**config.mk**
```make
export PLATFORM = sky130hd
export DESIGN_NAME = bop_protect
export DESIGN_NICKNAME = d
export VERILOG_FILES = /design/src/logic/bop_pkg.sv /design/src/logic/bop_protect.sv
export VERILOG_INCLUDE_DIRS = /design/src /design/src/logic
export SDC_FILE = /design/constraint.sdc
export NUM_CORES = 1
export LEC_CHECK = 0
export ABC_AREA = 1
export BUFFER_PORTS_ARGS = -buffer_cell sky130_fd_sc_hd__clkbuf_2
export CAP_MARGIN = 10
export CORE_ASPECT_RATIO = 1.75
export CORE_MARGIN = 4
export CORE_UTILIZATION = 50
export CTS_CLUSTER_DIAMETER = 40
export DETAILED_ROUTE_END_ITERATION = 12
export PLACE_DENSITY_LB_ADDON = 0.3
export SYNTH_ARGS = -nofsm -noshare
export SYNTH_HDL_FRONTEND = slang
export SYNTH_SLANG_ARGS = --single-unit
```
**constraint.sdc**
```tcl
create_clock -name clk_i -period 2.6 [get_ports clk_i]
set_input_delay 0 -clock clk_i [delete_from_list [all_inputs] [get_ports clk_i]]
set_output_delay 0 -clock clk_i [all_outputs]
set_load 0.02 [all_outputs]
```
**src/logic/bop_map.svh**
```systemverilog
`ifndef BOP_MAP_SVH
`define BOP_MAP_SVH
// ==========================================================
// register indices, byte address is four times the index
// ==========================================================
`define BOP_IDX_W           6
`define BOP_IDX_FET         6'h01
`define BOP_IDX_STAT        6'h02
`define BOP_IDX_MASK        6'h03
`define BOP_IDX_LIVE        6'h04
`define BOP_IDX_DIS_CFG     6'h05
`define BOP_IDX_CHG_CFG     6'h06
// ==========================================================
// reset values and writable bits
// ==========================================================
`define BOP_RST_BYTE        8'h00
`define BOP_DIS_CFG_WMASK   8'h6f
`define BOP_CHG_CFG_WMASK   8'h7f
// ==========================================================
// timing, times in their own units
// ==========================================================
`define BOP_CLK_PERIOD_NS   4
`define BOP_TICK_NS         1000
`define BOP_TICK_CYCLES     (`BOP_TICK_NS / `BOP_CLK_PERIOD_NS)
`define BOP_DOC_BASE_US     160000
`define BOP_COC_BASE_US     80000
`define BOP_SC_SHORT_US     190
`define BOP_SC_LONG_US      10000
`define BOP_DIS_DIV_SHIFT   6
`define BOP_CHG_DIV_SHIFT   5
`endif

```
**src/logic/bop_pkg.sv**
```systemverilog
package bop_pkg;
  // ========================================================
  // register layouts
  // ========================================================
  typedef struct packed {
    logic rsvd7;
    logic dis_oc_level_hi;
    logic dis_oc_level_lo;
    logic rsvd4;
    logic short_level_hi;
    logic short_level_lo;
    logic dis_oc_delay_hi;
    logic dis_oc_delay_lo;
  } bop_dis_cfg_t;

  typedef struct packed {
    logic rsvd7;
    logic chg_oc_level_hi;
    logic chg_oc_level_lo;
    logic short_long_delay;
    logic chg_delay_div32;
    logic dis_delay_div64;
    logic chg_oc_delay_hi;
    logic chg_oc_delay_lo;
  } bop_chg_cfg_t;

  typedef struct packed {
    logic discharge_short_flag;
    logic charge_overcurrent_flag;
    logic discharge_overcurrent_flag;
  } bop_flags_t;

  typedef struct packed {
    logic discharge_fet_ctrl;
    logic charge_fet_ctrl;
  } bop_fet_t;

  // protection channels, also the flag bit positions
  typedef enum logic [1:0] {
    BOP_CH_DOC = 2'b00,
    BOP_CH_COC = 2'b01,
    BOP_CH_DSC = 2'b10
  } bop_chan_t;
endpackage : bop_pkg

```
**src/logic/bop_protect.sv**
```systemverilog
`include "bop_map.svh"
// Summary of operation
// - a sense input held over its level past its delay turns both FETs off.
// - register 5 bits 6:5 pick the discharge overcurrent level 0.10V to 0.16V.
// - register 5 bits 3:2 pick the short-circuit level 0.20V to 1.20V.
// - register 6 bits 6:5 pick the charge overcurrent level 0.10V to 0.16V.
// - register 5 bits 1:0 pick the discharge delay 160ms to 1280ms.
// - register 6 bits 1:0 pick the charge delay 80ms to 640ms.
// - register 6 bit 4 picks 190us or 10ms as the short-circuit delay.
// - register 6 bit 3 divides the charge delay by 32.
// - register 6 bit 2 divides the discharge delay by 64.
// - every register is zero after power-up, so FETs are off.
// - each trip sets its own status flag.
// - a trip clears both FET control bits.
// - a low cell supply, or backup and regulator both low, resets all registers and turns the pack off.
// - the discharge FET goes off the same way for a trip or a host clear.
// - protection runs by default with no host action.
module bop_protect #(
  parameter int unsigned TICK_CYCLES = `BOP_TICK_CYCLES,
  parameter int unsigned DOC_BASE_US = `BOP_DOC_BASE_US,
  parameter int unsigned COC_BASE_US = `BOP_COC_BASE_US,
  parameter int unsigned SC_SHORT_US = `BOP_SC_SHORT_US,
  parameter int unsigned SC_LONG_US  = `BOP_SC_LONG_US,
  parameter int unsigned DLY_W       = 21,
  parameter int unsigned ADR_W       = 8
) (
  input  wire logic             clk_i,
  input  wire logic             rst_i,
  // wishbone classic slave
  input  wire logic             wb_cyc_i,
  input  wire logic             wb_stb_i,
  input  wire logic             wb_we_i,
  input  wire logic [ADR_W-1:0] wb_adr_i,
  input  wire logic [3:0]       wb_sel_i,
  input  wire logic [31:0]      wb_dat_i,
  output logic      [31:0]      wb_dat_o,
  output logic                  wb_ack_o,
  // analog comparator results, asynchronous
  input  wire logic             discharge_sense_in_i,
  input  wire logic             short_sense_in_i,
  input  wire logic             charge_sense_in_i,
  // supply monitors, asynchronous, high when low
  input  wire logic             cell_voltage_input_low_i,
  input  wire logic             backup_supply_low_i,
  input  wire logic             regulator_output_low_i,
  // threshold selects to the comparators
  output logic      [1:0]       dis_oc_level_o,
  output logic      [1:0]       short_level_o,
  output logic      [1:0]       chg_oc_level_o,
  // gate drive and interrupt
  output logic                  charge_fet_o,
  output logic                  discharge_fet_o,
  output logic                  irq_o
);

  // ========================================================
  // input synchronisers
  // ========================================================
  localparam int unsigned N_IN = 6;
  logic [N_IN-1:0] async_in;
  logic [N_IN-1:0] sync1;
  logic [N_IN-1:0] sync2;
  logic [N_IN-1:0] sync3;
  logic [N_IN-1:0] clean;

  assign async_in = {regulator_output_low_i,
                     backup_supply_low_i,
                     cell_voltage_input_low_i,
                     short_sense_in_i,
                     charge_sense_in_i,
                     discharge_sense_in_i};

  // three stages, a change counts once stages two and three agree
  always_ff @(posedge clk_i)
  begin
    if (rst_i)
    begin
      sync1 <= '0;
      sync2 <= '0;
      sync3 <= '0;
      clean <= '0;
    end
    else
    begin
      sync1 <= async_in;
      sync2 <= sync1;
      sync3 <= sync2;
      for (int i = 0; i < N_IN; i++)
      begin
        if (sync2[i] == sync3[i])
        begin
          clean[i] <= sync3[i];
        end
      end
    end
  end

  // channel indices, also the flag bit positions
  localparam int BOP_CH_DOC_IDX = int'(bop_pkg::BOP_CH_DOC);
  localparam int BOP_CH_COC_IDX = int'(bop_pkg::BOP_CH_COC);
  localparam int BOP_CH_DSC_IDX = int'(bop_pkg::BOP_CH_DSC);

  logic [2:0] cmp;
  logic       power_fail;
  logic       clr;

  assign cmp[BOP_CH_DOC_IDX] = clean[0];
  assign cmp[BOP_CH_COC_IDX] = clean[1];
  assign cmp[BOP_CH_DSC_IDX] = clean[2];

  // cell below por, or both backup and regulator low
  assign power_fail = clean[3] | (clean[4] & clean[5]);
  // a power failure wipes the registers like a reset
  assign clr = rst_i | power_fail;

  // ========================================================
  // microsecond time base
  // ========================================================
  localparam int unsigned PRE_W = $clog2(TICK_CYCLES + 1);
  localparam logic [PRE_W-1:0] PRE_LAST = PRE_W'(TICK_CYCLES - 1);
  logic [PRE_W-1:0] pre_cnt;
  logic             tick;

  // free-running, one enable pulse per microsecond
  always_ff @(posedge clk_i)
  begin
    if (rst_i)
    begin
      pre_cnt <= '0;
    end
    else if (pre_cnt == PRE_LAST)
    begin
      pre_cnt <= '0;
    end
    else
    begin
      pre_cnt <= pre_cnt + PRE_W'(1);
    end
  end

  assign tick = (pre_cnt == PRE_LAST);

  // ========================================================
  // registers
  // ========================================================
  bop_pkg::bop_dis_cfg_t dis_cfg;
  bop_pkg::bop_chg_cfg_t chg_cfg;
  bop_pkg::bop_fet_t     fet;
  bop_pkg::bop_flags_t   status;
  bop_pkg::bop_flags_t   mask;
  logic [2:0]            trip;
  logic                  any_trip;

  logic                  acc;
  logic                  wr;
  logic [`BOP_IDX_W-1:0] idx;
  logic [7:0]            wbyte;

  assign acc   = wb_cyc_i & wb_stb_i;
  assign idx   = wb_adr_i[`BOP_IDX_W+1:2];
  // write lands on the edge where ack is seen by the master
  assign wr    = acc & wb_ack_o & wb_we_i & wb_sel_i[0];
  assign wbyte = wb_dat_i[7:0];
  assign any_trip = |trip;

  // discharge configuration, reserved bits stay zero
  always_ff @(posedge clk_i)
  begin
    if (clr)
    begin
      dis_cfg <= `BOP_RST_BYTE;
    end
    else if (wr && idx == `BOP_IDX_DIS_CFG)
    begin
      dis_cfg <= wbyte & `BOP_DIS_CFG_WMASK;
    end
  end

  // charge configuration
  always_ff @(posedge clk_i)
  begin
    if (clr)
    begin
      chg_cfg <= `BOP_RST_BYTE;
    end
    else if (wr && idx == `BOP_IDX_CHG_CFG)
    begin
      chg_cfg <= wbyte & `BOP_CHG_CFG_WMASK;
    end
  end

  // fet control: a trip beats a host write in the same cycle
  always_ff @(posedge clk_i)
  begin
    if (clr)
    begin
      fet <= '0;
    end
    else if (any_trip)
    begin
      fet <= '0;
    end
    else if (wr && idx == `BOP_IDX_FET)
    begin
      fet <= wbyte[1:0];
    end
  end

  // sticky flags, write one to clear, a new trip wins
  always_ff @(posedge clk_i)
  begin
    if (clr)
    begin
      status <= '0;
    end
    else if (wr && idx == `BOP_IDX_STAT)
    begin
      status <= (status & ~wbyte[2:0]) | trip;
    end
    else
    begin
      status <= status | trip;
    end
  end

  // interrupt mask, one enables a flag
  always_ff @(posedge clk_i)
  begin
    if (clr)
    begin
      mask <= '0;
    end
    else if (wr && idx == `BOP_IDX_MASK)
    begin
      mask <= wbyte[2:0];
    end
  end

  // ========================================================
  // bus answer
  // ========================================================
  logic [7:0] rbyte;

  // unmapped indices read zero and still answer
  always_comb
  begin
    rbyte = 8'h00;
    if (idx == `BOP_IDX_FET)
    begin
      rbyte = {6'h00, fet};
    end
    else if (idx == `BOP_IDX_STAT)
    begin
      rbyte = {5'h00, status};
    end
    else if (idx == `BOP_IDX_MASK)
    begin
      rbyte = {5'h00, mask};
    end
    else if (idx == `BOP_IDX_LIVE)
    begin
      rbyte = {3'h0, power_fail, 1'b0, cmp};
    end
    else if (idx == `BOP_IDX_DIS_CFG)
    begin
      rbyte = dis_cfg;
    end
    else if (idx == `BOP_IDX_CHG_CFG)
    begin
      rbyte = chg_cfg;
    end
  end

  // one wait state, ack for a single cycle per request
  always_ff @(posedge clk_i)
  begin
    if (rst_i)
    begin
      wb_ack_o <= 1'b0;
      wb_dat_o <= '0;
    end
    else
    begin
      wb_ack_o <= acc & ~wb_ack_o;
      wb_dat_o <= {24'h00_0000, rbyte};
    end
  end

  // ========================================================
  // delay limits in microseconds
  // ========================================================
  logic [DLY_W-1:0] lim [3];
  logic [1:0]       doc_sel;
  logic [1:0]       coc_sel;

  assign doc_sel = {dis_cfg.dis_oc_delay_hi, dis_cfg.dis_oc_delay_lo};
  assign coc_sel = {chg_cfg.chg_oc_delay_hi, chg_cfg.chg_oc_delay_lo};

  // each select step doubles the base time
  always_comb
  begin
    lim[BOP_CH_DOC_IDX] = DLY_W'(DOC_BASE_US) << doc_sel;
    if (chg_cfg.dis_delay_div64)
    begin
      lim[BOP_CH_DOC_IDX] = lim[BOP_CH_DOC_IDX]
                            >> `BOP_DIS_DIV_SHIFT;
    end
    lim[BOP_CH_COC_IDX] = DLY_W'(COC_BASE_US) << coc_sel;
    if (chg_cfg.chg_delay_div32)
    begin
      lim[BOP_CH_COC_IDX] = lim[BOP_CH_COC_IDX]
                            >> `BOP_CHG_DIV_SHIFT;
    end
    if (chg_cfg.short_long_delay)
    begin
      lim[BOP_CH_DSC_IDX] = DLY_W'(SC_LONG_US);
    end
    else
    begin
      lim[BOP_CH_DSC_IDX] = DLY_W'(SC_SHORT_US);
    end
  end

  // ========================================================
  // qualification counters, one per channel
  // ========================================================
  // always armed, no enable bit exists to turn them off
  genvar ch;
  generate
    for (ch = 0; ch < 3; ch++)
    begin : g_chan
      logic [DLY_W-1:0] cnt;
      logic             fired;

      // the tick phase is free, so a trip needs lim to lim+1 us
      always_ff @(posedge clk_i)
      begin
        if (clr || !cmp[ch])
        begin
          cnt   <= '0;
          fired <= 1'b0;
        end
        else if (tick)
        begin
          if (cnt < lim[ch])
          begin
            cnt <= cnt + DLY_W'(1);
          end
          else if (!fired)
          begin
            fired <= 1'b1;
          end
        end
      end

      // one pulse per excess; a lowered limit trips at once, no wrap
      assign trip[ch] = cmp[ch] & tick & ~fired & ~clr
                        & (cnt >= lim[ch]);
    end
  endgenerate

  // ========================================================
  // outputs
  // ========================================================
  // level codes go straight from the config flops
  assign dis_oc_level_o = {dis_cfg.dis_oc_level_hi,
                           dis_cfg.dis_oc_level_lo};
  assign short_level_o  = {dis_cfg.short_level_hi,
                           dis_cfg.short_level_lo};
  assign chg_oc_level_o = {chg_cfg.chg_oc_level_hi,
                           chg_cfg.chg_oc_level_lo};

  // host clear and trip both act only through the control bit
  assign discharge_fet_o = fet.discharge_fet_ctrl;
  assign charge_fet_o    = fet.charge_fet_ctrl;

  // level interrupt while any unmasked flag stands
  assign irq_o = |(status & mask);
endmodule : bop_protect
```
==> impl_results.md, run 1 <==
* VDD IR max at ~430 uV
* Largest net degree at the start of global routing at 25
* Dpl hpwl at around 14 mm
* Chip Width at around 100 um
* Tcrit/Tclk final at between 90% and 100%
* Top post-synthesis cells by area: dfxtp_1 (33%), nand2_1 (16%), ha_1 (11%), a21oi_1 (6.7%), nor2_1 (6.1%)
* Number of remaining DRC errors at 0
* Root Driver: clkbuf_16
* Worst-Margin Slew at 0.640 ns
* Starting Density at 51.2%
* Post-synth EDFFs at 0
* Non-Filler Instances at around 1400
* Arr. time, crit path at around 2.9 ns
* GRT overflow at 0
* Fin. Hold Viols at 0
* WL/cell at between 10 and 15 um
* Status: completed
* Post-synth ARST share at 0%
* Number of clock sinks at 127
* Layout area overhead at 16.4%
* Total CTS buffers at 17
* # IOs at between 90 and 100
* Library cells used by synthesis at 40
* Clock transition at path regs at about 0.07 ns
* Gr usage total at roughly 22%
* Diodes inserted at 0
* Rel. slew slack at 57.0%
* CP startpoint kind: register
* Critical path endpoint category: register
* Power Dens Cells at 503 mW/mm^2
* Initial antenna violation count at 0
* R2R setup slack at around 0.11 ns
* Post-synth top area cell: dfxtp_1
* PnR worst setup slack at 0.107 ns
* CTS tree: built
* Die H at between 150 and 200 um
* Worst slack, placed at between 0.1 and 0.15 ns
* Leakage at approximately 0.0038 uW
* Synth top area share at between 30 and 40%
* TNS Setup at 0 ns
* Total wire length at 18.7 mm
* Initial DRC Count at 292
* FMAX at ~0.40 GHz
* Avg Synthesized Cell Area at about 6.9 um^2
* Die area at around 0.017 mm^2
* Max Root-Sink Buffers at 2
* Number of port buffers at 41
* DR vias at around 7100
* Largest fanout on the critical path at 7
* Slew Limit Fails at 0
* Critical path class: reg -> reg
* Drt via density at 5.20
* FP Rows at about 60
* First-pass DRT Iterations at 5
* Core Area at around 0.015 mm^2
* Main flop type after synthesis: dfxtp_1
* Placed insts at around 1300
* Worst Path Required at around 3.0 ns
* First-pass GRT wire length at 30.4 mm
* Synth warn at 0
* Post-layout min period at 2.49 ns
* Mapped Area at approximately 0.0076 mm^2
* GPL Wtd Cong at 0.933
* RSZ-0062 raised after global routing: true
* Final setup violation count at 0
* Htree depth at 4
* Max-capacitance violation count at 0
* Vias in the first global route at 6806
* Fin util at between 50% and 60%
* Most frequent cell after synthesis: nand2_1
* Fin nets at 1295
* Hold WC Path Type: in -> reg
* Layout cells sized above 1 at ~11%
* Sequential area share after synthesis at 33.3%
* Post-route antenna net violation count at 0
* Post-synthesis instance total at around 1100
* Synth Register Bits at 127
* Max Clock Skew at 0.0112 ns
* Clock latency at the later pin of the worst-skew pair at roughly 0.43 ns
* Synth cell count leaders: nand2_1 (321), dfxtp_1 (127), nor2_1 (124), inv_1 (111), a21oi_1 (103)
## metal layers
metal	vias up	share of wire (%)	track usage [%]
met5	-	0	0
met4	0	4.9	11.4
met3	68	3.8	3.94
met2	175	55	40.9
met1	3248	36	22.1
li1	3642	-	-
## placed cells by master, fill, tap and decap left out, drive strengths merged, types with 2 or more instances in the layout
master / n
clkinv: 5
conb: 25
inv: 121
dfxtp: 127
clkbuf: 60
nand3b: 7
o21ai: 37
a211oi: 3
nand4: 26
xnor2: 19
nand2: 322
a21o: 3
ha: 65
or2: 6
nor2: 130
a31oi: 2
xor2: 22
mux2i: 2
o21a: 3
nand3: 33
dlygate4sd3: 16
a21oi: 106
buf: 19
nor3: 22
## report_power, final
| group | switching, uW | total (uW) | internal (uW) |
|---|---|---|---|
| logic | 85.8 | 131 | 44.8 |
| registers | 8.44 | 1970 | 1960 |
| clock network | 1080 | 2370 | 1290 |
| total | 1170 | 4470 | 3300 |
## worst max-delay path, cell delays in order (launching register included)
cell,delay (ns)
dfxtp_1,0.31
buf_4,0.15
ha_1,0.25
o21ai_0,0.21
ha_1,0.27
a21o_1,0.18
nor2_1,0.12
nand2_1,0.06
nand2_1,0.08
nand3_2,0.12
nor2_4,0.28
clkbuf_16,0.21
nand2_1,0.06
a21oi_2,0.12
## state kept, by name, summed over array words and instances (netlist names), 3 cells and up
name          flops
wb_dat_o          7
clean             6
g_chan.cnt       63
sync2             6
sync1             6
pre_cnt           8
sync3             6
mask              3
g_chan.fired      3
status            3
chg_cfg           5
## final timing paths
path / start / endpoint / cells after the start
hold reg to reg: sync1[0]$_SDFF_PP0_ / sync2[0]$_SDFF_PP0_ / 2
hold / removal: wb_adr_i[4] / wb_dat_o[4]$_SDFF_PP0_ / 5
setup / recovery: chg_cfg[0]$_SDFFE_PP0P_ / g_chan[1].cnt[5]$_SDFFE_PP0P_ / 13
setup reg to reg: chg_cfg[0]$_SDFFE_PP0P_ / g_chan[1].cnt[5]$_SDFFE_PP0P_ / 13
## logic make-up after synthesis
| group | after synthesis | share of synthesized area [%] |
|---|---|---|
| buffers and inverters | 166 | 10.0 |
| other | 1 | 0.0491 |
| adder cells (fa/ha/maj) | 65 | 10.6 |
| AND/OR/NAND/NOR | 550 | 30.3 |
| flip-flops | 127 | 33.3 |
| XOR/XNOR | 41 | 4.70 |
| multiplexers | 2 | 0.262 |
| AO/OA/AOI/OAI | 156 | 10.7 |
## metrics by stage
stage / total power (uW) / instance area (um^2) / hold slack (ns)
2_1_floorplan: 2120 / 7730 / 0.107
3_3_place_gp: 2120 / 7970 / 0.194
3_5_place_dp: 2120 / 7970 / 0.198
4_1_cts: 4510 / 8730 / 0.0239
5_1_grt: 4620 / 8890 / 0.0591
6_report: 4470 / 8890 / 0.0313
## area by class of cell
type	instances	area (um^2)
multi-input combinational	839	4490
clock buffer	17	425
inverter	112	420
sequential	127	2540
timing repair buffer	78	611
fill	1389	6020
clock inverter	15	168
tap	183	229
## what timing repair did
| item | in CTS | in global routing |
|---|---|---|
| hold buffers | 16 | 0 |
| endpoints found under the setup margin | 0 | 30 |
| resized for setup | 0 | 22 |
| endpoints found under the hold margin | 27 | 0 |
| setup buffers | 0 | 1 |
No activity file was read; power rests on OpenSTA's default activity.
==> run 2: changes to the inputs <==
--- a/config.mk
+++ b/config.mk
@@ -12,6 +12,7 @@
 export CORE_ASPECT_RATIO = 1.75
 export CORE_MARGIN = 4
 export CORE_UTILIZATION = 50
+export CTS_BUF_LIST = sky130_fd_sc_hd__clkbuf_4
 export CTS_CLUSTER_DIAMETER = 40
 export DETAILED_ROUTE_END_ITERATION = 12
 export PLACE_DENSITY_LB_ADDON = 0.3
==> run 2 against run 1 <==
  * Die area stayed put
  * Via count is 0.74% higher
  * Sequential power hardly changed
  * Total power is 21% lower
  * Register-to-register slack better by 0.03 ns
  * Routed wire length is 0.87% lower
  * Combinational power is 15% higher
  * Global-route usage is 0.097 points higher
==> impl_results.md, run 2 (synthesis gave the netlist of run 1 again) <==
* Largest net degree at the start of global routing at 25 (unchanged)
* Internal power at 2470 uW (-25%)
* GRT overflow at 0 (unchanged)
* Number of port buffers at 41 (unchanged)
* Max-capacitance violation count at 0 (unchanged)
* Core Area at 0.0149 mm^2 (unchanged)
* Worst Path Required at 3.09 ns (+0.13 ns)
* Starting Density at 51.2% (unchanged)
* Top reg by flops: g_chan.cnt
* Htree depth at 4 (unchanged)
* Max Root-Sink Buffers at 2 (unchanged)
* Largest fanout on the critical path at 10 (+3)
* WHS Path Cells at 5 (unchanged)
* DR vias at 7186 (+0.74%)
* Reg-to-Reg End: g_chan[1].cnt[10]$_SDFFE_PP0P_
* Seq pwr share at 55.8% (+12 points)
* Max FFs per register at 63 (unchanged)
* Power Dens Cells at 405 mW/mm^2 (-19%)
* Critical path class: reg -> reg
* Clock power frac at 39.9% (-13 points)
* Fin nets at 1311 (+1.2%)
* First-pass GRT wire length at 30.7 mm (+0.86%)
* Dpl hpwl at 13.6 mm (unchanged)
* Largest regs: g_chan.cnt: 63 flops, pre_cnt: 8 flops, wb_dat_o: 7 flops
* Critical path's slowest cell: dfxtp_2
* Number of remaining DRC errors at 0 (unchanged)
* WL/cell at 13.4 um (-2.1%)
* Commonest non-fill, non-tap cell in the layout: nand2_1
* Most frequent CP cell: nand2_1
* Final Cell Area at 0.00871 mm^2 (-2.0%)
* Drt via density at 5.18 (-0.49%)
* DP Area at 0.00797 mm^2 (unchanged)
* Placed insts at 1318 (unchanged)
* Die area at 0.0174 mm^2 (unchanged)
* R2R setup slack at 0.13 ns (+0.03 ns)
* Worst R2R Path Depth at 15 (+2)
* Status: completed
* Layout area overhead at 14.1%
* Post-layout min period at 2.47 ns (-0.0270 ns)
* Arr. time, crit path at 2.95 ns (+0.10 ns)
* # IOs at 97 (unchanged)
* Vias in the first global route at 6864 (+0.85%)
* Initial DRC Count at 294 (+0.68%)
* Slew Limit Fails at 0 (unchanged)
* Reg-to-reg critical path startpoint: chg_cfg[1]$_SDFFE_PP0P_
* Rel. slew slack at 55.0% (-2.0 points)
* Chip Width at 101 um (unchanged)
* Sw frac at 30.0% (+3.8 points)
* Endpoint, Worst Hold: chg_cfg[1]$_SDFFE_PP0P_
* Non-Filler Instances at 1388 (+1.2%)
* Final setup violation count at 0 (unchanged)
* Critical path endpoint category: register
* Net Switching at 1060 uW (-9.6%)
* First-pass DRT Iterations at 5 (unchanged)
* Most frequent cells in the layout: nand2_1 (320), nor2_1 (123), dfxtp_1 (123)
* Leakage at 0.00371 uW (-1.6%)
* Tcrit/Tclk final at 94.8% (-1.0 points)
* FMAX at 0.406 GHz (+1.1%)
* VDD IR max at 390 uV (-9.9%)
* Clock latency at the later pin of the worst-skew pair at 0.57 ns (+0.14 ns)
* Total wire length at 18.5 mm (-0.87%)
* Hold WC Path Type: in -> reg
* Post-route antenna net violation count at 0 (unchanged)
* Bufs and invs on worst path at 2 (unchanged)
* Layout cells sized above 1 at 10.2% (-0.64 points)
* Clock transition at path regs at 0.15 ns (+0.08 ns)
* Delay-heaviest family, CP: simple AND/OR/NAND/NOR gates
* CP peak stage delay at 0.35 ns (+0.04 ns)
* Hold_sp: wb_adr_i[7]
* Gr usage total at 21.8% (+0.097 points)
* Max Clock Skew at 0.0339 ns (+0.0227 ns)
* FP Rows at 59 (unchanged)
* Die H at 171 um (unchanged)
* GPL Wtd Cong at 0.933 (unchanged)
* CP startpoint kind: register
* Fin. Hold Viols at 0 (unchanged)
* Comb pwr share at 4.3% (+1.4 points)
* Worst-Margin Slew at 0.669 ns (+0.0290 ns)
* Root Driver: clkbuf_4
* Total CTS buffers at 17 (unchanged)
* CP Cell Sequence: buf_4 -> ha_1 -> nand2_1 -> o21a_1 -> ha_1 -> nand2_1 -> nand2_1 -> nand2_1 -> a21oi_1 -> nor2_2 -> nand3_2 -> nor2_4 -> clkbuf_16 -> nand2_1 -> a21oi_1
* CTS tree: built
* Number of clock sinks at 127 (unchanged)
* Initial antenna violation count at 1 (+1)
[run 2: changes by cell type in the layout (fill, tap and decap cells not counted), moves of 2 or more]
cell / previous run / this run
dfxtp_2: 2 / 4
clkbuf_16: 19 / 2
clkbuf_4: 0 / 17
dlygate4sd3_1: 16 / 34
a21oi_1: 98 / 101
a21oi_2: 8 / 5
dfxtp_1: 125 / 123
[run 2: power groups by stage]
stage / Combinational, uW / Clock (uW) / Sequential, uW
after floorplan: 104 / 0 / 2010
after global placement: 109 / 0 / 2010
after detailed placement: 110 / 0 / 2010
after CTS: 147 / 1450 / 1970
after global routing: 167 / 1540 / 1970
final: 150 / 1410 / 1970
[run 2: worst max path at each step]
| stage | slack, ns | from | end | cells after the start |
|---|---|---|---|---|
| final | 0.13 | chg_cfg[1]$_SDFFE_PP0P_ | g_chan[1].cnt[10]$_SDFFE_PP0P_ | 15 |
| after global routing | -0.02 | chg_cfg[1]$_SDFFE_PP0P_ | g_chan[1].cnt[7]$_SDFFE_PP0P_ | 15 |
| after CTS | 0.1 | chg_cfg[1]$_SDFFE_PP0P_ | g_chan[1].cnt[0]$_SDFFE_PP0P_ | 12 |
| after detailed placement | 0.13 | chg_cfg[0]$_SDFFE_PP0P_ | g_chan[1].cnt[0]$_SDFFE_PP0P_ | 12 |
| after global placement | 0.18 | dis_cfg[1]$_SDFFE_PP0P_ | g_chan[0].cnt[12]$_SDFFE_PP0P_ | 12 |
| after floorplan | 0.26 | dis_cfg[1]$_SDFFE_PP0P_ | g_chan[0].cnt[10]$_SDFFE_PP0P_ | 14 |
[run 2: cell type report]
type,instances,area (um^2)
flip-flops and latches,127,2550
diodes,1,2.50
repair buffers,94,764
multi-input cells,839,4450
clock buffers,17,128
well taps,183,229
fillers,1423,6200
clock inverters,15,168
inverters,112,420
[run 2: what timing repair did]
item,4_1_cts,5_1_grt
resized for setup,0,12
hold buffers,34,0
endpoints found under the hold margin,47,0
setup buffers,0,1
setup endpoints to repair,0,42
[run 2: worst register-to-register path, cell delays in order (launching register included)]
cell and delay, ns:
dfxtp_2 0.35, buf_4 0.16, ha_1 0.19, nand2_1 0.12, o21a_1 0.16, ha_1 0.24
nand2_1 0.07, nand2_1 0.06, nand2_1 0.06, a21oi_1 0.07, nor2_2 0.18, nand3_2 0.13
nor2_4 0.24, clkbuf_16 0.21, nand2_1 0.05, a21oi_1 0.12
[run 2: routing by layer]
layer	vias up	part of all wire (%)	global-route usage, %
met2	162	55	40.7
met1	3287	37	22.4
met4	0	4.0	11.2
met5	-	0	0
met3	60	3.9	4.46
li1	3677	-	-
[run 2: through the flow]
stage	setup slack (ns)	util, %	TNS [ns]	power [uW]	hold WS, ns
after floorplan	0.255	-	0	2120	0.107
after global placement	0.179	53.5	0	2120	0.194
after global routing	-0.0152	58.4	-0.0192	3680	0.0965
after CTS	0.0984	57.7	0	3570	0.0283
final	0.134	58.4	0	3530	0.0557
after detailed placement	0.128	53.5	0	2120	0.198
==> run 3: changes to the inputs <==
--- a/config.mk
+++ b/config.mk
@@ -16,6 +16,7 @@
 export CTS_CLUSTER_DIAMETER = 40
 export DETAILED_ROUTE_END_ITERATION = 12
 export PLACE_DENSITY_LB_ADDON = 0.3
+export REMOVE_ABC_BUFFERS = 1
 export SYNTH_ARGS = -nofsm -noshare
 export SYNTH_HDL_FRONTEND = slang
 export SYNTH_SLANG_ARGS = --single-unit
==> run 3 against run 2 <==
  * Utilization grew 0.39 points
  * Maximum frequency is 0.45% lower
  * Sequential power barely moved
  * Non-clock buffer count grew 3
  * Final cell count rose by 0.22%
  * First-iteration DRC count decreased by 0.34%
  * Clock skew shrank 0.0089 ns
  * Critical path depth decreased by 1
  * Worst setup slack worse by 0.011 ns
  * Via count barely moved
  * Routed wire length rose by 2.0%
  * Die area unchanged
==> impl_results.md, run 3 (synthesis gave the netlist of run 1 again) <==
* Worst slack, placed at 0.110 ns (-0.0184 ns)
* Starting Density at 51.2% (unchanged)
* CTS tree: built
* Htree depth at 4 (unchanged)
* VDD IR max at 537 uV (+38%)
* DR vias at 7188 (+0.028%)
* Total wire length at 18.9 mm (+2.0%)
* Power Dens Cells at 407 mW/mm^2 (+0.40%)
* Largest fanout on the critical path at 10 (unchanged)
* Critical path endpoint category: register
* Max Clock Skew at 0.0250 ns (-0.00887 ns)
* Die area at 0.0174 mm^2 (unchanged)
* Number of port buffers at 41 (unchanged)
* Delay-heaviest family, CP: simple AND/OR/NAND/NOR gates
* CP peak stage delay at 0.36 ns (about the same)
* Most frequent cells in the layout: nand2_1 (320), nor2_1 (122), dfxtp_1 (122)
* Number of remaining DRC errors at 0 (unchanged)
* Reg-to-Reg End: g_chan[0].cnt[5]$_SDFFE_PP0P_
* Uppermost layer routed: met4
* Hold_sp: wb_adr_i[7]
* Tcrit/Tclk final at 95.3% (+0.43 points)
* Layout area overhead at 14.8%
* Initial antenna violation count at 1 (unchanged)
* Critical path's slowest cell: dfxtp_1
* First-pass GRT wire length at 30.8 mm (+0.56%)
* Post-route antenna net violation count at 0 (unchanged)
* Endpoint, Worst Hold: wb_dat_o[6]$_SDFF_PP0_
* Clock transition at path regs at 0.14 ns (about the same)
* Largest net degree at the start of global routing at 25 (unchanged)
* Min Hold Slack at 0.111 ns (+0.0555 ns)
* Max-capacitance violation count at 0 (unchanged)
* R2R setup slack at 0.12 ns (about the same)
* PnR worst setup slack at 0.123 ns (-0.0112 ns)
* Bufs and invs on worst path at 2 (unchanged)
* Metal2 WL at 10.4 mm (+1.8%)
* Max FFs per register at 63 (unchanged)
* Post-layout min period at 2.48 ns (+0.0112 ns)
* Total CTS buffers at 17 (unchanged)
* Gr usage total at 22.0% (+0.14 points)
* Reg-to-reg critical path startpoint: dis_cfg[1]$_SDFFE_PP0P_
* Max Root-Sink Buffers at 2 (unchanged)
* Most frequent CP cell: nand2_1
* Vias in the first global route at 6887 (+0.34%)
* Met3 Wirelength at 688 um (-4.7%)
* Root Driver: clkbuf_4
* WHS Path Cells at 6 (+1)
* # IOs at 97 (unchanged)
* Worst R2R Path Depth at 14 (-1)
* Worst-Margin Slew at 0.650 ns (-0.0192 ns)
* Number of clock sinks at 127 (unchanged)
* Slew Limit Fails at 0 (unchanged)
* Worst Path Required at 3.09 ns (about the same)
* WL/cell at 13.6 um (+1.7%)
* Fin. Hold Viols at 0 (unchanged)
* Fin nets at 1314 (+0.23%)
* Commonest non-fill, non-tap cell in the layout: nand2_1
* Leakage at 0.00374 uW (+0.75%)
* First-pass DRT Iterations at 6 (+1)
* Chip Width at 101 um (unchanged)
* Status: completed
* Layout cells sized above 1 at 11.0% (+0.80 points)
* Core Area at 0.0149 mm^2 (unchanged)
* Fillers at 1426 (+0.21%)
* FMAX at 0.404 GHz (-0.45%)
* GPL Wtd Cong at 0.882 (-5.5%)
* Critical path class: reg -> reg
* Pwr Total at 3570 uW (+1.1%)
* DRT met1 WL at 7.08 mm (+2.5%)
* Top reg by flops: g_chan.cnt
* Clock latency at the later pin of the worst-skew pair at 0.56 ns (about the same)
* GRT overflow at 0 (unchanged)
* CP startpoint kind: register
* Largest regs: g_chan.cnt: 63 flops, pre_cnt: 8 flops, wb_dat_o: 7 flops
* CP Cell Sequence: inv_1 -> ha_1 -> or2_2 -> o21ai_0 -> ha_1 -> a21o_1 -> nor2_1 -> nand2_1 -> nand2_1 -> nand3_2 -> nor2_4 -> buf_6 -> nand2_1 -> a21oi_1
* Die H at 171 um (unchanged)
* Dpl hpwl at 13.5 mm (-1.1%)
* Hold WC Path Type: in -> reg
* FP Rows at 59 (unchanged)
* TNS Setup at 0 ns (unchanged)
* Final Cell Area at 0.00877 mm^2 (+0.67%)
* Initial DRC Count at 293 (-0.34%)
* Final setup violation count at 0 (unchanged)
* Arr. time, crit path at 2.97 ns (+0.02 ns)
* DP Area at 0.00796 mm^2 (-0.16%)
* Drt via density at 5.17 (-0.19%)
* Rel. slew slack at 56.3% (+1.3 points)
* Stages on the worst setup path at 14 (-1)
run 3: report_power, final:
part / switching, uW / total, uW / internal, uW / leakage [uW]
Combinational: 92.6 / 153 / 60.2 / 0.00255
Sequential: 8.91 / 1970 / 1960 / 0.00103
Clock: 922 / 1450 / 524 / 0.000157
Total: 1020 / 3570 / 2550 / 0.00374
run 3: worst min-delay path: cells and delay by family:
family          cells  cell delay (ns)
simple gates        3             0.35
compound gates      1             0.06
buf+inv             2             0.23
run 3: what timing repair did:
item,4_1_cts,5_1_grt
hold endpoints to repair,45,0
hold buffers,33,0
gates resized for setup,0,24
setup endpoints to repair,0,42
setup buffers,0,2
run 3: per-layer routing:
metal	GRT usage [%]	vias up
li1	-	3688
met1	22.5	3250
met2	41.8	183
met3	3.69	67
met4	10.9	0
met5	0	-
run 3: how the worst max path moves through the flow:
| stage | startpoint | to | slack [ns] |
|---|---|---|---|
| 3_3_place_gp | dis_cfg[0]$_SDFFE_PP0P_ | g_chan[0].cnt[7]$_SDFFE_PP0P_ | 0.18 |
| 4_1_cts | dis_cfg[0]$_SDFFE_PP0P_ | g_chan[0].cnt[3]$_SDFFE_PP0P_ | 0.08 |
| 3_5_place_dp | dis_cfg[0]$_SDFFE_PP0P_ | g_chan[0].cnt[13]$_SDFFE_PP0P_ | 0.11 |
| 6_report | dis_cfg[1]$_SDFFE_PP0P_ | g_chan[0].cnt[5]$_SDFFE_PP0P_ | 0.12 |
| 5_1_grt | dis_cfg[1]$_SDFFE_PP0P_ | g_chan[0].cnt[14]$_SDFFE_PP0P_ | -0.04 |
| 2_1_floorplan | dis_cfg[1]$_SDFFE_PP0P_ | g_chan[0].cnt[0]$_SDFFE_PP0P_ | -0.16 |
run 3: layout make-up:
class | count | area, um^2 | area share [%]
well taps | 183 | 229 | 2.61
inverters | 112 | 420 | 4.79
flip-flops and latches | 127 | 2550 | 29.1
repair buffers | 97 | 805 | 9.17
clock inverters | 15 | 166 | 1.90
diodes | 1 | 2.50 | 0.0285
clock buffers | 17 | 128 | 1.46
multi-input cells | 839 | 4470 | 51.0
run 3: through the flow:
| step | util (%) | std cells |
|---|---|---|
| 2_1_floorplan | - | 1078 |
| 3_3_place_gp | 53.4 | 1318 |
| 3_5_place_dp | 53.4 | 1318 |
| 4_1_cts | 57.6 | 1383 |
| 5_1_grt | 58.8 | 1391 |
| 6_report | 58.8 | 1391 |
